## src/mwsd_pkg.sv

```systemverilog
// mwsd_pkg: constants for the wait-entry and shortcut decoder
// assumes 16-bit code words and a 32-bit apb register window
package mwsd_pkg;
    // instruction word fields
    localparam int          MWSD_OPC_HI      = 15;
    localparam int          MWSD_OPC_LO      = 14;
    localparam logic [1:0]  MWSD_OPC_CWER     = 2'h3;
    localparam logic [1:0]  MWSD_OPC_OUTSC    = 2'h2;
    localparam logic [1:0]  MWSD_OUTSC_TAIL   = 2'h3;
    localparam logic [13:0] MWSD_OPC_CURSC    = 14'h0d5e;
    localparam int          MWSD_OFS_LO      = 9;
    localparam int          MWSD_OFS_W       = 5;
    localparam int          MWSD_ROWSEL_LO   = 6;
    localparam int          MWSD_ROWSEL_W    = 3;
    localparam int          MWSD_COND_W      = 6;
    localparam int          MWSD_RT1_LO      = 10;
    localparam int          MWSD_RT2_LO      = 6;
    localparam int          MWSD_RT3_LO      = 2;
    localparam int          MWSD_RT_W        = 4;
    localparam int          MWSD_CSEL_W      = 2;
    // wait table and drivers
    localparam int          MWSD_ROWS        = 5;
    localparam logic [2:0]  MWSD_ROW_LAST     = 3'h4;
    localparam int          MWSD_NHS         = 5;
    localparam int          MWSD_NLS         = 7;
    localparam int          MWSD_NDRV        = 12;
    localparam logic [3:0]  MWSD_RT_UNDEF     = 4'hc;
    localparam int          MWSD_NCUR        = 6;
    // reset shortcut maps, indexed by core: ch1 uc0, ch1 uc1, ch2 uc0, ch2 uc1
    localparam logic [1:0]  MWSD_DEF_CUR [4] = '{2'h0, 2'h1, 2'h2, 2'h3};
    localparam logic [3:0]  MWSD_DEF_RT1 [4] = '{4'h0, 4'h1, 4'h2, 4'h3};
    localparam logic [3:0]  MWSD_DEF_RT2 [4] = '{4'h5, 4'h6, 4'h7, 4'h8};
    localparam logic [3:0]  MWSD_DEF_RT3 [4] = '{4'h9, 4'ha, 4'hb, 4'h4};
    // apb map
    localparam logic [11:0] MWSD_A_CTRL      = 12'h000;
    localparam logic [11:0] MWSD_A_SHORTCUT  = 12'h004;
    localparam logic [11:0] MWSD_A_STATUS    = 12'h008;
    localparam logic [11:0] MWSD_A_ROW0      = 12'h010;
    localparam logic [11:0] MWSD_A_ROWSTEP   = 12'h004;
    localparam logic        MWSD_CTRL_RST    = 1'h1;
    localparam int          MWSD_SC_RT1_LO   = 4;
    localparam int          MWSD_SC_RT2_LO   = 8;
    localparam int          MWSD_SC_RT3_LO   = 12;
    localparam int          MWSD_ROW_DEST_LO = 16;
    localparam int          MWSD_ROW_VLD_BIT = 31;
    localparam int          MWSD_ST_ROW_LO   = 1;
    localparam int          MWSD_ST_BAD_BIT  = 4;

    typedef enum logic [1:0] {
        MWSD_IDLE,
        MWSD_WAITING,
        MWSD_RESUMED
    } mwsd_state_t;
endpackage : mwsd_pkg

```

## src/mwsd_wait_table.sv

```systemverilog
// mwsd_wait_table: the five wait-table rows, each {valid, dest, cond}
// assumes the writer checks the row number; all rows leave flops
`timescale 1ns/1ns
module mwsd_wait_table #(
    parameter int ROWS  = 5,
    parameter int ROW_W = 17
) (
    input  wire logic                  pclk,
    input  wire logic                  presetn,
    input  wire logic                  wr_en,
    input  wire logic [2:0]            wr_row,
    input  wire logic [ROW_W-1:0]      wr_data,
    output logic      [ROWS*ROW_W-1:0] rows
);
    for (genvar i = 0; i < ROWS; i++) begin : g_row
        always_ff @(posedge pclk or negedge presetn) begin
            if (!presetn) begin
                rows[i*ROW_W +: ROW_W] <= '0;
            end else if (wr_en && wr_row == 3'(i)) begin
                rows[i*ROW_W +: ROW_W] <= wr_data;
            end
        end
    end
endmodule : mwsd_wait_table

```

## src/mwsd_decoder.sv

```systemverilog
// mwsd_decoder: decodes the relative wait-entry, current-shortcut and
// output-shortcut instructions, evaluates the wait table and routes gates
// assumes the fetch unit presents one word per cycle with its code address
// Notes on behaviour
// - relative entry: 11, offset, row, condition
// - codes pick flags, terminal counts, start
// - codes pick shortcut vds and source feedback
// - codes pick alu done and boost voltage
// - codes pick six current feedbacks high/low
// - last two codes test own current
// - row select 000..100 names rows one-five
// - current shortcut picks block, core default
// - selector 00..11 picks blocks 1,2,3,4l
// - three logical outputs routed to gates
// - output routes reset to per-core defaults
// - output shortcut word: 10, three selectors, 11
// - selector codes drivers; 1100 means undefined
// - current shortcut: fixed word, two-bit operand
// - true enabled row resumes at its dest
// - dest is word address plus signed offset
`timescale 1ns/1ns
module mwsd_decoder
    import mwsd_pkg::*;
#(
    parameter int CORE_ID = 0,
    parameter int ADDR_W  = 10
) (
    input  wire logic                 pclk,
    input  wire logic                 presetn,
    input  wire logic [11:0]          paddr,
    input  wire logic                 psel,
    input  wire logic                 penable,
    input  wire logic                 pwrite,
    input  wire logic [31:0]          pwdata,
    input  wire logic [3:0]           pstrb,
    output logic      [31:0]          prdata,
    output logic                      pready,
    output logic                      pslverr,
    input  wire logic                 instr_valid,
    input  wire logic [15:0]          instr_word,
    input  wire logic [ADDR_W-1:0]    instr_addr,
    input  wire logic                 wait_active,
    input  wire logic [MWSD_ROWS-1:0] wait_row_enable,
    output logic                      jump_taken,
    output logic      [ADDR_W-1:0]    jump_target,
    output logic      [2:0]           jump_row,
    input  wire logic [15:0]          flags,
    input  wire logic [3:0]           terminal_count,
    input  wire logic                 start_level,
    input  wire logic                 alu_done,
    input  wire logic                 boost_voltage_level,
    input  wire logic [MWSD_NCUR-1:0] current_fb,
    input  wire logic [MWSD_NDRV-1:0] gate_vds_fb,
    input  wire logic [MWSD_NDRV-1:0] gate_src_fb,
    input  wire logic [2:0]           drive_logical,
    output logic      [MWSD_NHS-1:0]  high_side_gate_pin,
    output logic      [MWSD_NLS-1:0]  low_side_gate_pin,
    output logic      [1:0]           measure_block_select,
    output logic      [3:0]           output_route_first,
    output logic      [3:0]           output_route_second,
    output logic      [3:0]           output_route_third
);
    localparam int ROW_W = 1 + ADDR_W + MWSD_COND_W;

    // written over apb further down, read here by the decode
    logic decode_enable;

    // instruction decode
    wire accept     = instr_valid && decode_enable;
    wire is_cwer    = instr_word[MWSD_OPC_HI:MWSD_OPC_LO] == MWSD_OPC_CWER;
    wire is_outsc   = instr_word[MWSD_OPC_HI:MWSD_OPC_LO] == MWSD_OPC_OUTSC
                      && instr_word[1:0] == MWSD_OUTSC_TAIL;
    wire is_cursc   = instr_word[15:MWSD_CSEL_W] == MWSD_OPC_CURSC;
    wire [MWSD_OFS_W-1:0]    ofs     = instr_word[MWSD_OFS_LO +: MWSD_OFS_W];
    wire [MWSD_ROWSEL_W-1:0] row_sel = instr_word[MWSD_ROWSEL_LO +: MWSD_ROWSEL_W];
    wire row_ok     = row_sel <= MWSD_ROW_LAST;
    wire row_wr     = accept && is_cwer && row_ok;
    wire bad_row    = accept && is_cwer && !row_ok;
    // two's complement offset, sign extended to the code address width
    wire [ADDR_W-1:0] next_dest = instr_addr
                      + {{(ADDR_W-MWSD_OFS_W){ofs[MWSD_OFS_W-1]}}, ofs};
    wire [ROW_W-1:0]  row_data  = {1'b1, next_dest, instr_word[MWSD_COND_W-1:0]};

    logic [MWSD_ROWS*ROW_W-1:0] rows;
    mwsd_wait_table #(
        .ROWS  (MWSD_ROWS),
        .ROW_W (ROW_W)
    ) u_table (
        .pclk    (pclk),
        .presetn (presetn),
        .wr_en   (row_wr),
        .wr_row  (row_sel),
        .wr_data (row_data),
        .rows    (rows)
    );

    // shortcut registers
    always_ff @(posedge pclk or negedge presetn) begin
        if (!presetn) begin
            measure_block_select <= MWSD_DEF_CUR[CORE_ID];
            output_route_first   <= MWSD_DEF_RT1[CORE_ID];
            output_route_second  <= MWSD_DEF_RT2[CORE_ID];
            output_route_third   <= MWSD_DEF_RT3[CORE_ID];
        end else begin
            if (accept && is_cursc) begin
                measure_block_select <= instr_word[MWSD_CSEL_W-1:0];
            end
            if (accept && is_outsc) begin
                output_route_first  <= instr_word[MWSD_RT1_LO +: MWSD_RT_W];
                output_route_second <= instr_word[MWSD_RT2_LO +: MWSD_RT_W];
                output_route_third  <= instr_word[MWSD_RT3_LO +: MWSD_RT_W];
            end
        end
    end

    // shortcut feedback and gate routing; codes past ls7 drive nothing
    wire [MWSD_RT_W-1:0] route [3];
    assign route[0] = output_route_first;
    assign route[1] = output_route_second;
    assign route[2] = output_route_third;
    logic [2:0]              sc_vds;
    logic [2:0]              sc_src;
    logic [MWSD_NDRV-1:0]    next_gate;
    for (genvar k = 0; k < 3; k++) begin : g_sc
        wire valid_rt = route[k] < MWSD_RT_UNDEF;
        assign sc_vds[k] = valid_rt && gate_vds_fb[route[k]];
        assign sc_src[k] = valid_rt && gate_src_fb[route[k]];
    end
    for (genvar p = 0; p < MWSD_NDRV; p++) begin : g_drv
        assign next_gate[p] = (route[0] == 4'(p) && drive_logical[0])
                            | (route[1] == 4'(p) && drive_logical[1])
                            | (route[2] == 4'(p) && drive_logical[2]);
    end
    always_ff @(posedge pclk or negedge presetn) begin
        if (!presetn) begin
            {low_side_gate_pin, high_side_gate_pin} <= '0;
        end else begin
            {low_side_gate_pin, high_side_gate_pin} <= next_gate;
        end
    end

    // condition vector, indexed directly by the 6-bit code
    wire own_cur = current_fb[measure_block_select];
    wire [63:0] cond_vec = {
        ~own_cur, own_cur,
        ~current_fb, current_fb,
        ~boost_voltage_level, boost_voltage_level, alu_done,
        sc_vds, ~sc_src, ~sc_vds,
        start_level, ~start_level, terminal_count, flags, ~flags
    };

    logic [MWSD_ROWS-1:0] row_hit;
    for (genvar i = 0; i < MWSD_ROWS; i++) begin : g_hit
        wire [ROW_W-1:0] r = rows[i*ROW_W +: ROW_W];
        assign row_hit[i] = r[ROW_W-1] && wait_row_enable[i]
                            && cond_vec[r[MWSD_COND_W-1:0]];
    end
    // lowest row wins when several conditions hold at once
    logic [2:0] hit_idx;
    always_comb begin
        hit_idx = '0;
        for (int i = MWSD_ROWS - 1; i >= 0; i--) begin
            if (row_hit[i]) begin
                hit_idx = 3'(i);
            end
        end
    end
    wire [ADDR_W-1:0] hit_dest =
        rows[int'(hit_idx)*ROW_W + MWSD_COND_W +: ADDR_W];

    mwsd_state_t state;
    mwsd_state_t next_state;
    always_comb begin
        next_state = state;
        case (state)
            MWSD_IDLE:    if (wait_active) next_state = MWSD_WAITING;
            MWSD_WAITING: begin
                if (!wait_active) next_state = MWSD_IDLE;
                else if (|row_hit) next_state = MWSD_RESUMED;
            end
            MWSD_RESUMED: if (!wait_active) next_state = MWSD_IDLE;
            default:      next_state = MWSD_IDLE;
        endcase
    end
    wire fire = state == MWSD_WAITING && wait_active && |row_hit;
    always_ff @(posedge pclk or negedge presetn) begin
        if (!presetn) begin
            state       <= MWSD_IDLE;
            jump_taken  <= 1'b0;
            jump_target <= '0;
            jump_row    <= '0;
        end else begin
            state      <= next_state;
            jump_taken <= fire;
            if (fire) begin
                jump_target <= hit_dest;
                jump_row    <= hit_idx;
            end
        end
    end

    // apb slave: zero wait states, answer prepared in the setup cycle
    logic bad_row_seen;
    wire setup     = psel && !penable;
    wire wr_access = psel && penable && pwrite;
    wire [11:0] row_off = paddr - MWSD_A_ROW0;
    wire hit_ctrl  = paddr == MWSD_A_CTRL;
    wire hit_sc    = paddr == MWSD_A_SHORTCUT;
    wire hit_st    = paddr == MWSD_A_STATUS;
    wire hit_row   = paddr >= MWSD_A_ROW0 && row_off[1:0] == 2'h0
                     && row_off < 12'(MWSD_ROWS) * MWSD_A_ROWSTEP;
    wire [2:0] rd_row = 3'(row_off >> 2);
    wire [ROW_W-1:0] rd_r = rows[int'(rd_row)*ROW_W +: ROW_W];
    wire mapped    = hit_ctrl || hit_sc || hit_st || hit_row;
    logic [31:0] next_rdata;
    always_comb begin
        next_rdata = '0;
        if (hit_ctrl) begin
            next_rdata[0] = decode_enable;
        end else if (hit_sc) begin
            next_rdata[MWSD_CSEL_W-1:0]           = measure_block_select;
            next_rdata[MWSD_SC_RT1_LO +: MWSD_RT_W] = output_route_first;
            next_rdata[MWSD_SC_RT2_LO +: MWSD_RT_W] = output_route_second;
            next_rdata[MWSD_SC_RT3_LO +: MWSD_RT_W] = output_route_third;
        end else if (hit_st) begin
            next_rdata[0]                  = state != MWSD_IDLE;
            next_rdata[MWSD_ST_ROW_LO +: 3] = jump_row;
            next_rdata[MWSD_ST_BAD_BIT]    = bad_row_seen;
        end else if (hit_row) begin
            next_rdata[MWSD_COND_W-1:0]             = rd_r[MWSD_COND_W-1:0];
            next_rdata[MWSD_ROW_DEST_LO +: ADDR_W]  = rd_r[MWSD_COND_W +: ADDR_W];
            next_rdata[MWSD_ROW_VLD_BIT]            = rd_r[ROW_W-1];
        end
    end
    assign pready = 1'b1;
    always_ff @(posedge pclk or negedge presetn) begin
        if (!presetn) begin
            prdata        <= '0;
            pslverr       <= 1'b0;
            decode_enable <= MWSD_CTRL_RST;
            bad_row_seen  <= 1'b0;
        end else begin
            if (setup) begin
                prdata  <= pwrite ? 32'h0 : next_rdata;
                pslverr <= !mapped;
            end
            if (wr_access && hit_ctrl && pstrb[0]) begin
                decode_enable <= pwdata[0];
            end
            // an ignored row code arriving with the clear still sets the flag
            if (bad_row) begin
                bad_row_seen <= 1'b1;
            end else if (wr_access && hit_st && pstrb[0] && pwdata[MWSD_ST_BAD_BIT]) begin
                bad_row_seen <= 1'b0;
            end
        end
    end

    a_row_dest_store: assert property (@(posedge pclk) disable iff (!presetn)
        row_wr && row_sel == 3'h0 |=> rows[MWSD_COND_W +: ADDR_W] == $past(next_dest)
            && rows[ROW_W-1])
        else $error("wait row dest not stored");
    a_bad_row_keep: assert property (@(posedge pclk) disable iff (!presetn)
        bad_row && !row_wr |=> rows == $past(rows))
        else $error("undefined row code changed the table");
    a_out_route_load: assert property (@(posedge pclk) disable iff (!presetn)
        accept && is_outsc |=> output_route_second == $past(instr_word[9:6])
            && output_route_third == $past(instr_word[5:2]))
        else $error("output shortcut not loaded");
    a_cur_sel_load: assert property (@(posedge pclk) disable iff (!presetn)
        accept && is_cursc && !is_outsc |=> measure_block_select == $past(instr_word[1:0]))
        else $error("current shortcut not loaded");
    a_jump_dest: assert property (@(posedge pclk) disable iff (!presetn)
        fire |=> jump_taken && jump_target == $past(hit_dest) ##1 !jump_taken)
        else $error("jump pulse or target wrong");
    a_gate_route: assert property (@(posedge pclk) disable iff (!presetn)
        output_route_first == 4'h5 && drive_logical[0] |=> low_side_gate_pin[0])
        else $error("first route not driving its gate");
    a_undef_feedback: assert property (@(posedge pclk) disable iff (!presetn)
        output_route_third >= MWSD_RT_UNDEF |-> !sc_vds[2] && !sc_src[2])
        else $error("undefined shortcut gives feedback");
    a_own_current: assert property (@(posedge pclk) disable iff (!presetn)
        measure_block_select == 2'h3 |-> cond_vec[63] != current_fb[3])
        else $error("own current feedback mis-selected");
    a_row_cond_store: assert property (@(posedge pclk) disable iff (!presetn)
        row_wr && row_sel == MWSD_ROW_LAST
        |=> rows[MWSD_ROW_LAST*ROW_W +: MWSD_COND_W] == $past(instr_word[MWSD_COND_W-1:0]))
        else $error("last wait row condition not stored");
    a_first_route_load: assert property (@(posedge pclk) disable iff (!presetn)
        accept && is_outsc
        |=> output_route_first == $past(instr_word[MWSD_RT1_LO +: MWSD_RT_W]))
        else $error("first output shortcut not loaded");
    a_undef_no_gate: assert property (@(posedge pclk) disable iff (!presetn)
        output_route_first >= MWSD_RT_UNDEF && drive_logical[2:1] == 2'h0
        |=> {low_side_gate_pin, high_side_gate_pin} == '0)
        else $error("undefined shortcut drives a gate");
endmodule : mwsd_decoder

```

## config.mk

```make
export PLATFORM = sky130hd
export DESIGN_NAME = mwsd_decoder
export DESIGN_NICKNAME = d
export VERILOG_FILES = /design/src/mwsd_pkg.sv /design/src/mwsd_wait_table.sv /design/src/mwsd_decoder.sv
export SDC_FILE = /design/constraint.sdc
export NUM_CORES = 1
export LEC_CHECK = 0
export ABC_AREA = 1
export BUFFER_PORTS_ARGS = -buffer_cell sky130_fd_sc_hd__buf_2
export CORE_ASPECT_RATIO = 0.7
export CORE_UTILIZATION = 30
export DETAILED_ROUTE_END_ITERATION = 12
export GPL_ROUTABILITY_DRIVEN = 0
export PLACE_DENSITY = 0.55
export SYNTH_ARGS = -nofsm -noshare
export SYNTH_HDL_FRONTEND = slang
export SYNTH_SLANG_ARGS = --single-unit
```

## constraint.sdc

```tcl
create_clock -name pclk -period 6.05 [get_ports pclk]
set_clock_uncertainty 0.15 [all_clocks]
set_input_delay 0.605 -clock pclk [delete_from_list [all_inputs] [get_ports pclk]]
set_output_delay 0.605 -clock pclk [all_outputs]
set_load 0.02 [all_outputs]
```

==> flow_summary.toml <==
[die]
start_util = 0.306
top_level_ports = 216
core.rowCount = 58
die-width_um = 232
die_h_um = 163
core_mm2 = 0.0361
dieArea_mm2 = 0.0377

[logic_synthesis]
synth_cell_types = 50
synth_edf_count = 0
yosysTopAreaCellShare = 0.344
synth_cells = 1659
ys_seq_area_frac = 0.356
synth_xor_xnor_area_share = 0.0127
synth_compound_area_frac = 0.209
synth-warning-count = 0
synth_simple_gate_area_frac = 0.297
synth_top_family_by_area = "simple AND/OR/NAND/NOR gates"
ys_top_cells_by_area = "dfrtp_1 34%, nand2_1 17%, o21ai_0 11%"
synthAdderAreaFrac = 0.0154
yosysMostFrequentCell = "nand2_1"
synth_area_mm2 = 0.0111
muxShareOfSynthArea = 0.00746
async_flop_share = 1.00
yosys-top-cells-count = "510 x nand2_1, 234 x o21ai_0, 152 x dfrtp_1"
synth_flop_cell = "dfrtp_1"
syn_avg_cell_area_um2 = 6.67
ys_seq_elements = 157
post-synth-top-area-cell = "dfrtp_1"

[global_routing]
grt_pass1_wl_um = 64300
overflow = 0
grt_pass1_vias = 10800
track_usage = 0.223
grt_max_degree = 64
grt_antenna_before_repair = 6

[route]
dr_wl_met2_um = 17500
wl_per_cell_um = 18.6
post_drt_via_cell_ratio = 5.28
top_layer = "met5"
wl_met1_um = 20000
wl_met3_um = 3950
finalWirelength_um = 42200
dr_total_vias = 12000
ant_nets = 0
remaining_drc_errors = 0
first_pass_iters = 6
drtIter0Drc = 1552

[cts]
cts_tree = "built"
cts_max_level = 4
clockRootBuffer = "clkbuf_16"
cts.sinks = 157
cts_buffer_depth = 2
numCtsBuffers = 17
postCtsHoldBufs = 0
ctsResizeCount = 0
path_clk_slew_ns = 0.06
clock_latency_ns = 0.43
cts_setup_buffers = 0

[setup_path]
worstPathRequired_ns = 6.28
end_kind = "flip-flop"
cp-start-kind = "flip-flop"
crit_type = "flip-flop to flip-flop"
arrival_ns = 4.98
cp_max_fo = 23

[timing]
hold_violations = 0
max_freq_mhz = 210
setup_viol = 0
worst-slew-pin-transition_ns = 1.15
slew_viol_final = 0
slew-limit-headroom = 0.227
rsz0062_at_grt = "no"
fin_setup_tns_ns = 0
timing.final.crit_share = 0.786
period_needed_ns = 4.76

[power_and_ir_drop]
p_leak_nw = 6.41
total_power_w = 0.00427
powerDensity_mw_per_mm2 = 334
irDropWorstVdd_v = 0.000169

[layout]
nNetsFinal = 1931
area_delta_synth_final_pct = 15.6
final_layout_size_suffix_gt1_frac = 0.145

[status]
outcome = "finished clean"

[place]
portBuffers = 176
dpl.hpwl_um = 31700

[run]
max_cap_violations = 0

[worst_hold_path]
hp-class = "input port to async pin"
[through the flow]
step	instance area [um2]	setup WS, ns	utilization	cells	hold slack [ns]
2_1_floorplan	11100	3.39	-	1663	0.159
3_3_place_gp	12200	1.46	0.337	2237	0.310
3_5_place_dp	12200	1.45	0.337	2237	0.310
4_1_cts	12800	1.42	0.354	2269	0.0190
5_1_grt	12800	1.13	0.354	2270	0.0510
6_report	12800	1.29	0.354	2271	0.00126
[layout by cell type (no fill, tap or decap), types with 4 or more instances in the layout]
| master | instances |
|---|---|
| inv_1 | 150 |
| dfrtp_1 | 152 |
| nand2_1 | 510 |
| and3_1 | 5 |
| buf_2 | 175 |
| a31oi_1 | 5 |
| nand2_2 | 6 |
| conb_1 | 6 |
| dfstp_2 | 5 |
| nand3b_1 | 4 |
| inv_2 | 7 |
| o211ai_1 | 24 |
| xnor2_1 | 5 |
| nand4_1 | 14 |
| buf_4 | 11 |
| o2111ai_1 | 10 |
| nor2_1 | 61 |
| mux2i_1 | 6 |
| a21oi_1 | 112 |
| clkinv_1 | 9 |
| nor2_2 | 4 |
| o21ai_1 | 11 |
| o31ai_1 | 4 |
| nor3_1 | 10 |
| a211oi_1 | 9 |
| nand3_1 | 148 |
| ha_1 | 12 |
| xor2_1 | 11 |
| o21ai_0 | 234 |
| clkbuf_16 | 17 |
[power breakdown]
part | switching [W] | total [W] | internal, W
Clock | 0.000461 | 0.00113 | 0.000673
Sequential | 0.000288 | 0.00154 | 0.00125
Combinational | 0.00108 | 0.00160 | 0.000516
Total | 0.00183 | 0.00427 | 0.00244
[flip-flops by register name, summed over array words and instances, names as in the netlist]
| signal | count |
|---|---|
| pslverr | 1 |
| output_route_third | 4 |
| output_route_second | 4 |
| high_side_gate_pin | 5 |
| u_table.rows | 85 |
| jump_target | 10 |
| jump_row | 3 |
| output_route_first | 4 |
| decode_enable | 1 |
| measure_block_select | 2 |
| state | 2 |
| low_side_gate_pin | 7 |
| jump_taken | 1 |
| bad_row_seen | 1 |
| prdata | 27 |
[cell type report]
| cell class | instances | area (um2) |
|---|---|---|
| fill | 3934 | 23400 |
| multi-input combinational | 1246 | 6030 |
| sequential | 157 | 3940 |
| timing repair buffer | 187 | 970 |
| inverter | 167 | 629 |
| tap | 480 | 601 |
| clock buffer | 19 | 453 |
| clock inverter | 13 | 163 |
| antenna | 2 | 5.00 |
[per-layer routing]
| layer | vias to the layer above | global-route usage |
|---|---|---|
| li1 | 5733 | - |
| met1 | 5628 | 0.336 |
| met2 | 560 | 0.323 |
| met3 | 57 | 0.0431 |
| met4 | 4 | 0.0514 |
| met5 | - | 0 |
[worst paths after layout]
check	from	endpoint	slack, ns	cells after the start
worst min register to register	state[0]	state[0]	0.32	1
worst min-delay path	presetn	prdata[11]	0.001	1
worst max register to register	output_route_second[0]	jump_target[9]	1.29	22
worst max-delay path	output_route_second[0]	jump_target[9]	1.29	22
max in group asynchronous	presetn	u_table.rows[20]	4.60	2
min in group pclk	pwdata[0]	decode_enable	0.27	3
[worst max-delay path, cell delays in order, from the launching register on]
cell and delay [ns]:
dfstp_2 0.81, inv_1 0.29, nand2_1 0.13, nand2_1 0.06, nand2_1 0.06, nand2_1 0.07
nand2_1 0.07, nand3_1 0.32, nand2_1 0.19, nand2_1 0.08, nand2_1 0.06, nand3_1 0.08
nand3_1 0.09, nand2_1 0.05, nand2_1 0.10, nand2_2 0.07, nand2_4 0.25, nand2_4 0.11
nor3_2 0.76, inv_1 0.49, nand3_1 0.21, nand2_1 0.11, nand2_1 0.07
[cell families (layout without fill, tap and decap cells)]
logic type / count (synthesis) / count (layout)
adder cells (fa/ha/maj): 13 / 13
flip-flops: 157 / 157
AO/OA/AOI/OAI: 424 / 424
other: 2 / 8
AND/OR/NAND/NOR: 779 / 779
buffers and inverters: 260 / 386
multiplexers: 8 / 8
XOR/XNOR: 16 / 16
Note: power is estimated with default switching activity, not from simulation.
